[config.mk]
export PLATFORM = sky130hd
export DESIGN_NAME = uhf_top
export DESIGN_NICKNAME = d
export VERILOG_FILES = /design/src/rtl/uhf_pkg.sv /design/src/rtl/uhf_sync.sv /design/src/rtl/uhf_top.sv
export VERILOG_INCLUDE_DIRS = /design/src /design/src/rtl
export SDC_FILE = /design/constraint.sdc
export NUM_CORES = 1
export LEC_CHECK = 0
export ABC_AREA = 1
export CAP_MARGIN = 10
export CORE_UTILIZATION = 55
export CTS_CLUSTER_SIZE = 28
export DETAILED_ROUTE_END_ITERATION = 12
export DONT_BUFFER_PORTS = 1
export PLACE_DENSITY = 0.76
export REMOVE_ABC_BUFFERS = 1
export SLEW_MARGIN = 0
export SYNTH_ARGS = -nofsm -noshare
export SYNTH_HDL_FRONTEND = slang
export SYNTH_HIERARCHICAL = 1
export SYNTH_SLANG_ARGS = --single-unit
[constraint.sdc]
create_clock -name CLK -period 10.8 [get_ports CLK]
set_clock_uncertainty 0.1 [all_clocks]
set_input_delay 1.08 -clock CLK [delete_from_list [all_inputs] [get_ports CLK]]
set_output_delay 1.08 -clock CLK [all_outputs]
set_load 0.05 [all_outputs]
[src/rtl/uhf_defines.svh]
// register map, field positions, reset values and timing counts of the serial port
`ifndef UHF_DEFINES_SVH
`define UHF_DEFINES_SVH
`define UHF_ADDR_CTRL 8'h00
`define UHF_ADDR_BAUD 8'h04
`define UHF_ADDR_TXDATA 8'h08
`define UHF_ADDR_RXDATA 8'h0C
`define UHF_ADDR_STATUS 8'h10
`define UHF_ADDR_INTSTAT 8'h14
`define UHF_ADDR_INTMASK 8'h18
`define UHF_CTRL_EN 0
`define UHF_CTRL_PAR_EN 1
`define UHF_CTRL_PAR_ODD 2
`define UHF_CTRL_RTS_HOLD 3
`define UHF_CTRL_RST 4'h0
`define UHF_BAUD_RST 16'h087A
`define UHF_INT_RX 0
`define UHF_INT_TX 1
`define UHF_INT_PERR 2
`define UHF_INT_FERR 3
`define UHF_INT_OVR 4
`define UHF_INT_CTS 5
`define UHF_INT_W 6
`define UHF_INT_RST 6'h00
`define UHF_CLK_NS 4
`define UHF_MIN_BIT_NS 1000
`define UHF_DIV_MIN ((`UHF_MIN_BIT_NS + `UHF_CLK_NS - 1) / `UHF_CLK_NS)
`define UHF_RESP_OKAY 2'h0
`define UHF_RESP_SLVERR 2'h2
`endif

[src/rtl/uhf_pkg.sv]
// types shared by the serial port design
package uhf_pkg;
  typedef enum logic [2:0]
  {
    UHF_IDLE = 3'h0,
    UHF_START = 3'h1,
    UHF_DATA = 3'h2,
    UHF_PAR = 3'h3,
    UHF_STOP = 3'h4
  } uhf_frame_t;
endpackage

[src/rtl/uhf_sync.sv]
// two-flop synchroniser for one asynchronous pin
`timescale 1ns/100ps
module uhf_sync #(
  parameter logic RST_VAL = 1'b1
) (
  input wire logic clk,
  input wire logic rst,
  input wire logic d,
  output logic q
);
  logic meta_r;

  // meta_r feeds only the second flop
  always_ff @(posedge clk or posedge rst)
  begin
    if (rst)
    begin
      meta_r <= RST_VAL;
      q <= RST_VAL;
    end
    else
    begin
      meta_r <= d;
      q <= meta_r;
    end
  end
endmodule

[src/rtl/uhf_top.sv]
// serial port with rts/cts handshake, parity on a ninth bit and an axi4-lite register slave
//
// Notes on behaviour
// - transmit and receive run independently at once, up to one megabit per second
// - with parity on, send a ninth parity bit and check it on every character
// - rts is an output, cts an input, both active low
// - each data output rests high while no character is sent
// - low on a handshake line means asserted, high means deasserted
// - once configured, transmit pin is driven as an output, high by default
// - receive pin has a pull-up so an open line reads idle
// - once configured, rts is driven low, meaning ready to receive
// - cts pin has a pull-down so an open line permits sending
// - framing and handshake match a conventional uart peer
//
// The address map and the AXI4-Lite interface to the registers were decided locally.
`timescale 1ns/100ps
`include "uhf_defines.svh"
module uhf_top (
  input wire logic CLK,
  input wire logic RST,
  input wire logic [7:0] S_AXI_AWADDR,
  input wire logic S_AXI_AWVALID,
  output logic S_AXI_AWREADY,
  input wire logic [31:0] S_AXI_WDATA,
  input wire logic [3:0] S_AXI_WSTRB,
  input wire logic S_AXI_WVALID,
  output logic S_AXI_WREADY,
  output logic [1:0] S_AXI_BRESP,
  output logic S_AXI_BVALID,
  input wire logic S_AXI_BREADY,
  input wire logic [7:0] S_AXI_ARADDR,
  input wire logic S_AXI_ARVALID,
  output logic S_AXI_ARREADY,
  output logic [31:0] S_AXI_RDATA,
  output logic [1:0] S_AXI_RRESP,
  output logic S_AXI_RVALID,
  input wire logic S_AXI_RREADY,
  output logic IRQ,
  output logic PORT_PIN_SIX,
  output logic PORT_PIN_SIX_OE,
  input wire logic PORT_PIN_EIGHT,
  output logic PORT_PIN_EIGHT_PU,
  output logic PORT_PIN_FIVE_N,
  output logic PORT_PIN_FIVE_OE,
  input wire logic PORT_PIN_SEVEN_N,
  output logic PORT_PIN_SEVEN_PD
);
  logic aw_hold_r, w_hold_r, bvalid_r, rvalid_r, irq_r;
  logic [7:0] aw_addr_r;
  logic [31:0] w_data_r, rdata_r, rd_data;
  logic [3:0] w_strb_r;
  logic [1:0] bresp_r, rresp_r, rd_resp;
  logic [3:0] ctrl_r;
  logic [15:0] baud_r, div_eff;
  logic [`UHF_INT_W-1:0] int_stat_r, int_mask_r, ev, int_clr;
  logic txh_valid_r, rxh_valid_r;
  logic [7:0] txh_data_r;
  logic [10:0] rxh_data_r;
  logic rx_s, cts_n_s, cts_d_r;
  logic tx_line_r, tx_oe_r, rts_n_r, pull_r, tx_par_r, rx_par_r;
  uhf_pkg::uhf_frame_t tx_state_r, rx_state_r;
  logic [15:0] tx_cnt_r, rx_cnt_r;
  logic [2:0] tx_bit_r, rx_bit_r;
  logic [7:0] tx_sh_r, rx_sh_r;
  logic wr_fire, wr_ok, ar_fire, rd_pop, tx_go, tx_fin, rx_fin, perr_c, ferr_c;
  logic ctrl_en, par_en, par_odd;

  assign ctrl_en = ctrl_r[`UHF_CTRL_EN];
  assign par_en = ctrl_r[`UHF_CTRL_PAR_EN];
  assign par_odd = ctrl_r[`UHF_CTRL_PAR_ODD];

  // both pins cross from outside; cts resets asserted as the pull-down would read
  uhf_sync #(.RST_VAL(1'b1)) rx_sync (.clk(CLK), .rst(RST), .d(PORT_PIN_EIGHT), .q(rx_s));
  uhf_sync #(.RST_VAL(1'b0)) cts_sync (.clk(CLK), .rst(RST), .d(PORT_PIN_SEVEN_N), .q(cts_n_s));

  // bit time never drops below the one megabit limit, whatever software writes
  assign div_eff = (baud_r < 16'(`UHF_DIV_MIN)) ? 16'(`UHF_DIV_MIN) : baud_r;

  // write channel: address and data are caught independently, in either order
  assign S_AXI_AWREADY = !aw_hold_r && !bvalid_r;
  assign S_AXI_WREADY = !w_hold_r && !bvalid_r;
  assign wr_fire = aw_hold_r && w_hold_r && !bvalid_r;
  assign S_AXI_BVALID = bvalid_r;
  assign S_AXI_BRESP = bresp_r;
  always_ff @(posedge CLK or posedge RST)
  begin
    if (RST)
    begin
      aw_hold_r <= 1'b0;
      w_hold_r <= 1'b0;
      bvalid_r <= 1'b0;
      aw_addr_r <= 8'h00;
      w_data_r <= 32'h00000000;
      w_strb_r <= 4'h0;
      bresp_r <= `UHF_RESP_OKAY;
    end
    else
    begin
      if (S_AXI_AWVALID && S_AXI_AWREADY)
      begin
        aw_hold_r <= 1'b1;
        aw_addr_r <= S_AXI_AWADDR;
      end
      else if (wr_fire)
        aw_hold_r <= 1'b0;
      if (S_AXI_WVALID && S_AXI_WREADY)
      begin
        w_hold_r <= 1'b1;
        w_data_r <= S_AXI_WDATA;
        w_strb_r <= S_AXI_WSTRB;
      end
      else if (wr_fire)
        w_hold_r <= 1'b0;
      if (wr_fire)
      begin
        bvalid_r <= 1'b1;
        bresp_r <= wr_ok ? `UHF_RESP_OKAY : `UHF_RESP_SLVERR;
      end
      else if (S_AXI_BREADY)
        bvalid_r <= 1'b0;
    end
  end

  // status and rx data are read-only, so writes to them answer slverr
  always_comb
  begin
    if (aw_addr_r == `UHF_ADDR_CTRL || aw_addr_r == `UHF_ADDR_BAUD)
      wr_ok = 1'b1;
    else if (aw_addr_r == `UHF_ADDR_TXDATA || aw_addr_r == `UHF_ADDR_INTSTAT)
      wr_ok = 1'b1;
    else if (aw_addr_r == `UHF_ADDR_INTMASK)
      wr_ok = 1'b1;
    else
      wr_ok = 1'b0;
  end

  // configuration registers, byte lane 0 except the upper baud byte on lane 1
  always_ff @(posedge CLK or posedge RST)
  begin
    if (RST)
    begin
      ctrl_r <= `UHF_CTRL_RST;
      baud_r <= `UHF_BAUD_RST;
      int_mask_r <= `UHF_INT_RST;
    end
    else if (wr_fire)
    begin
      if (aw_addr_r == `UHF_ADDR_CTRL && w_strb_r[0])
        ctrl_r <= w_data_r[3:0];
      if (aw_addr_r == `UHF_ADDR_BAUD && w_strb_r[0])
        baud_r[7:0] <= w_data_r[7:0];
      if (aw_addr_r == `UHF_ADDR_BAUD && w_strb_r[1])
        baud_r[15:8] <= w_data_r[15:8];
      if (aw_addr_r == `UHF_ADDR_INTMASK && w_strb_r[0])
        int_mask_r <= w_data_r[`UHF_INT_W-1:0];
    end
  end

  // read channel: one cycle from address to data
  assign ar_fire = S_AXI_ARVALID && !rvalid_r;
  assign S_AXI_ARREADY = !rvalid_r;
  assign rd_pop = ar_fire && S_AXI_ARADDR == `UHF_ADDR_RXDATA;
  assign S_AXI_RVALID = rvalid_r;
  assign S_AXI_RDATA = rdata_r;
  assign S_AXI_RRESP = rresp_r;
  always_comb
  begin
    rd_data = 32'h00000000;
    rd_resp = `UHF_RESP_OKAY;
    if (S_AXI_ARADDR == `UHF_ADDR_CTRL)
      rd_data[3:0] = ctrl_r;
    else if (S_AXI_ARADDR == `UHF_ADDR_BAUD)
      rd_data[15:0] = baud_r;
    else if (S_AXI_ARADDR == `UHF_ADDR_TXDATA)
      rd_data[7:0] = txh_data_r;
    else if (S_AXI_ARADDR == `UHF_ADDR_RXDATA)
      rd_data[10:0] = rxh_data_r;
    else if (S_AXI_ARADDR == `UHF_ADDR_STATUS)
      rd_data[4:0] = {~rts_n_r, ~cts_n_s, rxh_valid_r, txh_valid_r,
                      tx_state_r != uhf_pkg::UHF_IDLE};
    else if (S_AXI_ARADDR == `UHF_ADDR_INTSTAT)
      rd_data[`UHF_INT_W-1:0] = int_stat_r;
    else if (S_AXI_ARADDR == `UHF_ADDR_INTMASK)
      rd_data[`UHF_INT_W-1:0] = int_mask_r;
    else
      rd_resp = `UHF_RESP_SLVERR;
  end
  always_ff @(posedge CLK or posedge RST)
  begin
    if (RST)
    begin
      rvalid_r <= 1'b0;
      rdata_r <= 32'h00000000;
      rresp_r <= `UHF_RESP_OKAY;
    end
    else if (ar_fire)
    begin
      rvalid_r <= 1'b1;
      rdata_r <= rd_data;
      rresp_r <= rd_resp;
    end
    else if (S_AXI_RREADY)
      rvalid_r <= 1'b0;
  end

  // one-character transmit holding register; a write while full is dropped
  always_ff @(posedge CLK or posedge RST)
  begin
    if (RST)
    begin
      txh_valid_r <= 1'b0;
      txh_data_r <= 8'h00;
    end
    else if (tx_go)
      txh_valid_r <= 1'b0;
    else if (wr_fire && aw_addr_r == `UHF_ADDR_TXDATA && w_strb_r[0] && !txh_valid_r)
    begin
      txh_valid_r <= 1'b1;
      txh_data_r <= w_data_r[7:0];
    end
  end

  // a character only starts while cts is low; once started it always completes
  assign tx_go = tx_state_r == uhf_pkg::UHF_IDLE && txh_valid_r && ctrl_en
                 && !cts_n_s;
  assign tx_fin = tx_state_r == uhf_pkg::UHF_STOP && tx_cnt_r == 16'h0000;

  // transmitter: start, eight data bits lsb first, optional parity, one stop
  always_ff @(posedge CLK or posedge RST)
  begin
    if (RST)
    begin
      tx_state_r <= uhf_pkg::UHF_IDLE;
      tx_line_r <= 1'b1;
      tx_cnt_r <= 16'h0000;
      tx_bit_r <= 3'h0;
      tx_sh_r <= 8'h00;
      tx_par_r <= 1'b0;
    end
    else if (tx_state_r == uhf_pkg::UHF_IDLE)
    begin
      tx_line_r <= !tx_go;
      if (tx_go)
      begin
        tx_sh_r <= txh_data_r;
        tx_par_r <= (^txh_data_r) ^ par_odd;
        tx_cnt_r <= div_eff - 16'h0001;
        tx_state_r <= uhf_pkg::UHF_START;
      end
    end
    else if (tx_cnt_r != 16'h0000)
      tx_cnt_r <= tx_cnt_r - 16'h0001;
    else
    begin
      tx_cnt_r <= div_eff - 16'h0001;
      case (tx_state_r)
        uhf_pkg::UHF_START:
        begin
          tx_line_r <= tx_sh_r[0];
          tx_sh_r <= {1'b0, tx_sh_r[7:1]};
          tx_bit_r <= 3'h0;
          tx_state_r <= uhf_pkg::UHF_DATA;
        end
        uhf_pkg::UHF_DATA:
        begin
          if (tx_bit_r == 3'h7)
          begin
            tx_line_r <= par_en ? tx_par_r : 1'b1;
            tx_state_r <= par_en ? uhf_pkg::UHF_PAR : uhf_pkg::UHF_STOP;
          end
          else
          begin
            tx_line_r <= tx_sh_r[0];
            tx_sh_r <= {1'b0, tx_sh_r[7:1]};
            tx_bit_r <= tx_bit_r + 3'h1;
          end
        end
        uhf_pkg::UHF_PAR:
        begin
          tx_line_r <= 1'b1;
          tx_state_r <= uhf_pkg::UHF_STOP;
        end
        default:
        begin
          tx_line_r <= 1'b1;
          tx_state_r <= uhf_pkg::UHF_IDLE;
        end
      endcase
    end
  end

  // receiver samples mid-bit; a start that is high again at mid-bit was a glitch
  assign rx_fin = rx_state_r == uhf_pkg::UHF_STOP && rx_cnt_r == 16'h0000;
  assign perr_c = par_en && (rx_par_r != ((^rx_sh_r) ^ par_odd));
  assign ferr_c = !rx_s;
  always_ff @(posedge CLK or posedge RST)
  begin
    if (RST)
    begin
      rx_state_r <= uhf_pkg::UHF_IDLE;
      rx_cnt_r <= 16'h0000;
      rx_bit_r <= 3'h0;
      rx_sh_r <= 8'h00;
      rx_par_r <= 1'b0;
    end
    else if (rx_state_r == uhf_pkg::UHF_IDLE)
    begin
      if (ctrl_en && !rx_s)
      begin
        rx_cnt_r <= {1'b0, div_eff[15:1]};
        rx_state_r <= uhf_pkg::UHF_START;
      end
    end
    else if (rx_cnt_r != 16'h0000)
      rx_cnt_r <= rx_cnt_r - 16'h0001;
    else
    begin
      rx_cnt_r <= div_eff - 16'h0001;
      case (rx_state_r)
        uhf_pkg::UHF_START:
        begin
          rx_bit_r <= 3'h0;
          rx_state_r <= rx_s ? uhf_pkg::UHF_IDLE : uhf_pkg::UHF_DATA;
        end
        uhf_pkg::UHF_DATA:
        begin
          rx_sh_r <= {rx_s, rx_sh_r[7:1]};
          rx_bit_r <= rx_bit_r + 3'h1;
          if (rx_bit_r == 3'h7)
            rx_state_r <= par_en ? uhf_pkg::UHF_PAR : uhf_pkg::UHF_STOP;
        end
        uhf_pkg::UHF_PAR:
        begin
          rx_par_r <= rx_s;
          rx_state_r <= uhf_pkg::UHF_STOP;
        end
        default:
          rx_state_r <= uhf_pkg::UHF_IDLE;
      endcase
    end
  end

  // one-character receive holding register; the old character wins on overrun
  always_ff @(posedge CLK or posedge RST)
  begin
    if (RST)
    begin
      rxh_valid_r <= 1'b0;
      rxh_data_r <= 11'h000;
    end
    else if (rx_fin && (!rxh_valid_r || rd_pop))
    begin
      rxh_valid_r <= 1'b1;
      rxh_data_r <= {ferr_c, perr_c, par_en & rx_par_r, rx_sh_r};
    end
    else if (rd_pop)
      rxh_valid_r <= 1'b0;
  end

  // pin drive; rts is deasserted (pin high) while the holding register is full, as nothing else buffers
  always_ff @(posedge CLK or posedge RST)
  begin
    if (RST)
    begin
      tx_oe_r <= 1'b0;
      pull_r <= 1'b0;
      rts_n_r <= 1'b1;
      cts_d_r <= 1'b0;
    end
    else
    begin
      tx_oe_r <= ctrl_en;
      pull_r <= ctrl_en;
      rts_n_r <= !ctrl_en || rxh_valid_r || ctrl_r[`UHF_CTRL_RTS_HOLD];
      cts_d_r <= cts_n_s;
    end
  end
  assign PORT_PIN_SIX = tx_line_r;
  assign PORT_PIN_SIX_OE = tx_oe_r;
  assign PORT_PIN_EIGHT_PU = pull_r;
  assign PORT_PIN_SEVEN_PD = pull_r;
  assign PORT_PIN_FIVE_N = rts_n_r;
  assign PORT_PIN_FIVE_OE = tx_oe_r;

  // sticky events; a new event in the clearing cycle survives the clear
  assign ev[`UHF_INT_RX] = rx_fin;
  assign ev[`UHF_INT_TX] = tx_fin;
  assign ev[`UHF_INT_PERR] = rx_fin && perr_c;
  assign ev[`UHF_INT_FERR] = rx_fin && ferr_c;
  assign ev[`UHF_INT_OVR] = rx_fin && rxh_valid_r && !rd_pop;
  assign ev[`UHF_INT_CTS] = cts_d_r != cts_n_s;
  assign int_clr = (wr_fire && aw_addr_r == `UHF_ADDR_INTSTAT && w_strb_r[0])
                   ? w_data_r[`UHF_INT_W-1:0] : `UHF_INT_RST;
  always_ff @(posedge CLK or posedge RST)
  begin
    if (RST)
    begin
      int_stat_r <= `UHF_INT_RST;
      irq_r <= 1'b0;
    end
    else
    begin
      int_stat_r <= (int_stat_r & ~int_clr) | ev;
      irq_r <= |(int_stat_r & int_mask_r);
    end
  end
  assign IRQ = irq_r;

  // checks on the behaviour above
  tx_idle_high_a: assert property (
    @(posedge CLK) disable iff (RST)
    (tx_state_r == uhf_pkg::UHF_IDLE && !$past(tx_go)) |-> PORT_PIN_SIX)
    else $error("transmit line not idle high");
  tx_cts_start_a: assert property (
    @(posedge CLK) disable iff (RST)
    (tx_state_r == uhf_pkg::UHF_START && $past(tx_state_r) == uhf_pkg::UHF_IDLE)
    |-> !$past(cts_n_s))
    else $error("character started while cts deasserted");
  start_bit_low_a: assert property (
    @(posedge CLK) disable iff (RST)
    tx_go |=> !PORT_PIN_SIX [*2])
    else $error("start bit not low");
  parity_bit_a: assert property (
    @(posedge CLK) disable iff (RST)
    (tx_state_r == uhf_pkg::UHF_PAR) |-> (PORT_PIN_SIX == ((^txh_data_r) ^ par_odd)
      || txh_valid_r || $past(txh_valid_r, 2)) && par_en)
    else $error("parity bit wrong");
  bit_time_a: assert property (
    @(posedge CLK) disable iff (RST)
    tx_cnt_r < div_eff && div_eff >= 16'(`UHF_DIV_MIN))
    else $error("bit time shorter than allowed");
  rts_full_a: assert property (
    @(posedge CLK) disable iff (RST)
    rx_fin && ctrl_en |=> ##1 PORT_PIN_FIVE_N)
    else $error("rts not deasserted with full holding register");
  rts_ready_a: assert property (
    @(posedge CLK) disable iff (RST)
    (ctrl_en && !rxh_valid_r && !ctrl_r[`UHF_CTRL_RTS_HOLD]) [*2] |-> !PORT_PIN_FIVE_N)
    else $error("rts not asserted while ready");
  tx_drive_a: assert property (
    @(posedge CLK) disable iff (RST)
    $rose(ctrl_en) |=> PORT_PIN_SIX_OE && PORT_PIN_FIVE_OE)
    else $error("pins not driven after enable");
  rx_pull_a: assert property (
    @(posedge CLK) disable iff (RST)
    ctrl_en |=> PORT_PIN_EIGHT_PU)
    else $error("receive pull-up missing");
  cts_pull_a: assert property (
    @(posedge CLK) disable iff (RST)
    $fell(ctrl_en) |=> !PORT_PIN_SEVEN_PD)
    else $error("cts pull-down not following enable");
  perr_flag_a: assert property (
    @(posedge CLK) disable iff (RST)
    (rx_fin && perr_c) |=> int_stat_r[`UHF_INT_PERR])
    else $error("parity error not flagged");
endmodule

-- After elaboration in Yosys (flattened, before gate mapping)
Cells that the tools add are included.
- register bits: 174
- input port bits: 61
- output and inout bits: 48
- word-level logic and storage cells: 234
- $add $sub $neg: 5
- eq/ne operators: 30
- bitwise gates (word level): 14
- reductions and logical operators: 79
- magnitude comparators: 1
- mux-type cells: 67
- operators with widths (cell ; count):
    $mux 16 ; 7
    $sub 16x1->16 const B ; 3
    $eq 8x5->1 const B ; 5
    $mux 8 ; 5
    $mux 3 ; 11
    $logic_not 16->1 ; 2
    $reduce_bool 16->1 ; 2
    $logic_and 1x1->1 ; 29
    $eq 8x4->1 const B ; 3
    $mux 6 ; 4
    $mux 1 ; 19
    $mux 2 ; 9
    $pmux 3 s3 ; 2
    $eq 8x3->1 const B ; 2
    $logic_not 8->1 ; 2
    $lt 16x8->1 const B ; 1
    $pmux 8 s2 ; 1
    $reduce_bool 2->1 ; 8
    $reduce_xor 8->1 ; 2
    $mux 5 ; 3
    $reduce_and 3->1 ; 5
    $and 6x6->6 ; 2
    $eq 3x2->1 const B ; 4
    $eq 3x3->1 const B ; 4
    23 further kinds ; 61

-- Logic depth before layout (Yosys ltp)
- depth in word-level cells: 8
- gate-level depth with buffers: 13
- depth with buffers taken out: 13

-- By module
The synthesis kept the hierarchy.
- modules (own cells, without submodules) (module ; cells an instance ; instances ; area an instance (um^2) ; seq. area each (um^2)):
    uhf_top ; 1151 ; 1 ; 9225.1 ; 4214.0
    uhf_sync at rx_sync ; 3 ; 1 ; 56.3 ; 52.6
    uhf_sync at cts_sync ; 3 ; 1 ; 53.8 ; 50.0

-- Least setup slack after synthesis
Ideal clock, no wire load.
- path kind: reg-to-output
- start: reg bvalid_r (netlist: S_AXI_BVALID)
- end: out S_AXI_AWREADY
- required time: 9.620 ns
- buffers on the path: 0
- cell stages (with the launch flop): 2
- slack: 8.267 ns
- data arrival time: 1.353 ns
- path through: dfrtp_1 -> nor2_1
- word-level cells in the longest chain between the ends: 2
- RTL lines (what ; RTL line ; source):
    start: declaration ; uhf_top.sv:48 ; logic aw_hold_r, w_hold_r, bvalid_r, rvalid_r, irq_r;
    start signal: assignment ; uhf_top.sv:91 ; bvalid_r <= 1'b0;
    start signal: assignment ; uhf_top.sv:116 ; bvalid_r <= 1'b1;
    start signal: assignment ; uhf_top.sv:120 ; bvalid_r <= 1'b0;
    $logic_not 1->1 ; uhf_top.sv:80 ; assign S_AXI_AWREADY = !aw_hold_r && !bvalid_r;
    $logic_and 1x1->1 ; uhf_top.sv:80 ;
    end: declaration ; uhf_top.sv:23 ; output logic S_AXI_AWREADY,
Every way passes these cells.

-- Final worst setup path
- start: reg bvalid_r (netlist: S_AXI_BVALID)
- end: out S_AXI_WREADY
- word-level cells in the longest chain between the ends: 2
- RTL lines (what ; RTL line ; source):
    $logic_not 1->1 ; uhf_top.sv:81 ; assign S_AXI_WREADY = !w_hold_r && !bvalid_r;
    $logic_and 1x1->1 ; uhf_top.sv:81 ;
    end: declaration ; uhf_top.sv:27 ; output logic S_AXI_WREADY,
Every way passes these cells.

==> reports/qor.txt <==
Run status: completed
Clk sinks: 172
# rows: 47
Die area: 17500 um^2
Antenna cells: 0
Top cell type's share of synthesized area: 43.4%
HPWL Detailed: 16.3 mm
Hold slack: 0.257 ns
Syn Std Cell Area: 9340 um^2
Initial antenna violation count: 1
Leak Pwr: 4.72 nW
Count leader, synth: nand2_1
P&R area growth vs syn: 6.63%
Vias in the first global route: 7176
Total Wirelength: 22.1 mm
Kind of critical path: reg -> out
Layout fillers: 1482
Period utilization: 28.0%
Worst Setup End Kind: output pin
Nets: 1222
Least-Margin Pin Slew: 0.933 ns
Worst Path Required: 9.62 ns
Pint: 1.53 mW
Clk_lat worst skew: 0.43 ns
Syn avg cell area: 8.07 um^2
R2r setup slk: 8.07 ns
Cell taking the most area after synthesis: dfrtp_1
Switching power: 1.28 mW
Final Wtd Congestion: 0.930
Iteration-0 DRC Markers: 777
Asr flop ratio synth: 100%
Gate Count Post-Synth: 1157
RSZ-0062 raised after global routing: no
Finish-stage setup viols: 0
Clock power frac: 20.8%
Clock buffer depth: 2
Comb power frac: 40.5%
Hold_buf cts: 0
Global-route wire length before repair: 36.3 mm
Ratio of cells with drive above 1 in the final layout: 10.5%
H-tree Lvls: 4
Slowest stage cell, crit path: nor2_1
Max-cap violation count: 0
Ys flop type: dfrtp_1
Power Density: 281 nW/um^2
Setup crit start: S_AXI_BVALID$_DFFE_PP0P_
Top cells by area, synth: dfrtp_1 43%, nand2_1 11%, inv_1 5.6%, o21ai_0 4.9%, nor2_1 4.1%
Total number of vias: 7678
Number of distinct library cells after synthesis: 50
Worst r2r dst: w_strb_r[1]$_DFFE_PP0P_
All-layer global routing usage: 26.5%
Wirelength per Cell: 15.9 um
CTS root buffer: clkbuf_16
Reg clk slew, reported paths: 0.06 ns
# IOs: 109
Worst Path Arrival: 1.84 ns
Post-CTS Resized: 0
Sequential share of the synthesized area: 46.2%
CP delay by family, top: simple AND/OR/NAND/NOR gates
Die height: 132 um
Largest net degree at the start of global routing: 99
Total of warnings raised by yosys: 6
Via density: 5.54
Register bit total from synthesis: 172
Critical-path cell list: nor2_1
CP max stage delay: 0.82 ns
Worst Path Max Fanout: 5
Startpoint Class: flip-flop
Core area: 16600 um^2
Sw Share: 45.5%
CTS tree: built
WP buf/inv: 0
Drt drc: 0
Max Fclk: 331 MHz
HP Class: reg -> reg
EDFF count, synth: 0
Rel. slew slack: 37.6%
Worst Setup EP: S_AXI_WREADY
Post CTS Setup Buffer Count: 0
Top cells by count, synth: 272 x nand2_1, 162 x dfrtp_1, 139 x inv_1, 102 x nor2_1, 91 x o21ai_0
Final hold vios: 0
Instance count on the critical path: 1
Fin. max-slew vios: 0
Sequential power share: 38.7%
Reg2Reg Launch Point: S_AXI_BVALID$_DFFE_PP0P_
Initial Util: 56.3%
TNS Setup: 0 ns
IO buf count: 0
Die width: 132 um
Fin crit period: 3.02 ns
TritonCTS buffer count: 17
VDD IR max: 0.000178 V
Grt total ovfl: 0
Reg2reg path depth: 4
Pre-antenna DRT Iters: 5
Routed Antenna Nets: 0
worst min-delay path by stage:
| stage | endpoint | cells past startpoint | startpoint |
|---|---|---|---|
| floorplan | cts_sync/q$_DFF_PP0_ | 0 | cts_sync/meta_r$_DFF_PP0_ |
| global placement | cts_sync/q$_DFF_PP0_ | 0 | cts_sync/meta_r$_DFF_PP0_ |
| detailed placement | rx_sync/q$_DFF_PP1_ | 0 | rx_sync/meta_r$_DFF_PP1_ |
| CTS | rx_sync/q$_DFF_PP1_ | 0 | rx_sync/meta_r$_DFF_PP1_ |
| global route | rx_sync/q$_DFF_PP1_ | 0 | rx_sync/meta_r$_DFF_PP1_ |
| finish | rx_sync/q$_DFF_PP1_ | 0 | rx_sync/meta_r$_DFF_PP1_ |
stage by stage:
stage          power, mW  area [um^2]  setup WS (ns)  instances  utilization, %
2_1_floorplan       1.91         9100           5.09       1131               -
3_3_place_gp        2.17         9400           7.96       1354            56.7
3_5_place_dp        2.21         9400           7.95       1354            56.7
4_1_cts             2.79         9950           7.77       1385            60.0
5_1_grt             2.99         9950           7.73       1385            60.0
6_report            2.80         9950           7.78       1385            60.0
registers in the layout, summed over array words and instances (netlist names), 4 cells and up:
register,flops
int_stat_r,6
S_AXI_RDATA,16
ctrl_r,4
w_data_r,16
rx_cnt_r,16
txh_data_r,8
baud_r,16
int_mask_r,6
rxh_data_r,11
rx_sh_r,8
tx_cnt_r,16
aw_addr_r,8
tx_sh_r,8
cell type report:
class                      count  area [um^2]  area share [%]
inverter                     148          563            5.66
multi-input combinational    811         4220            42.4
timing repair buffer           3         22.5           0.226
clock inverter                 9         90.1           0.905
sequential                   172         4320            43.4
clock buffer                  22          464            4.66
tap                          220          275            2.77
power groups by stage:
stage          combinational, mW  clock [mW]  sequential (mW)
6_report                    1.14       0.583             1.08
5_1_grt                     1.27       0.614             1.11
4_1_cts                     1.12       0.589             1.08
3_5_place_dp                1.12           0             1.09
3_3_place_gp                1.09           0             1.08
2_1_floorplan              0.883           0             1.03
layout by cell type (no fill, tap or decap), types with 10 or more instances in the layout:
cell type	count
nor3_1	23
o21ai_0	91
xnor2_1	12
xor2_1	22
nand2_1	272
a21oi_1	58
o21ai_2	16
conb_1	18
nor2_2	11
o21ai_1	24
dfstp_2	10
inv_1	138
nand4_1	14
nor2_1	102
nand3_1	51
clkbuf_16	17
dfrtp_1	161
mux2_2	11
cells by family after synthesis:
logic type	count (synthesis)	synth area share [%]
other cells	1	0.0402
flops	172	46.2
buf+inv	191	9.22
fa+ha+maj	8	1.07
mux	17	1.97
xor+xnor	34	3.19
compound gates	223	13.5
simple gates	511	24.8
per-layer routing:
metal	vias to the layer above	GRT usage, %	wire length [um]
met5	-	0	13
met4	2	10.0	549
met3	51	4.81	1470
met2	281	42.4	10300
met1	3610	36.2	9750
li1	3734	-	-
No activity file was read; power rests on OpenSTA's default activity.
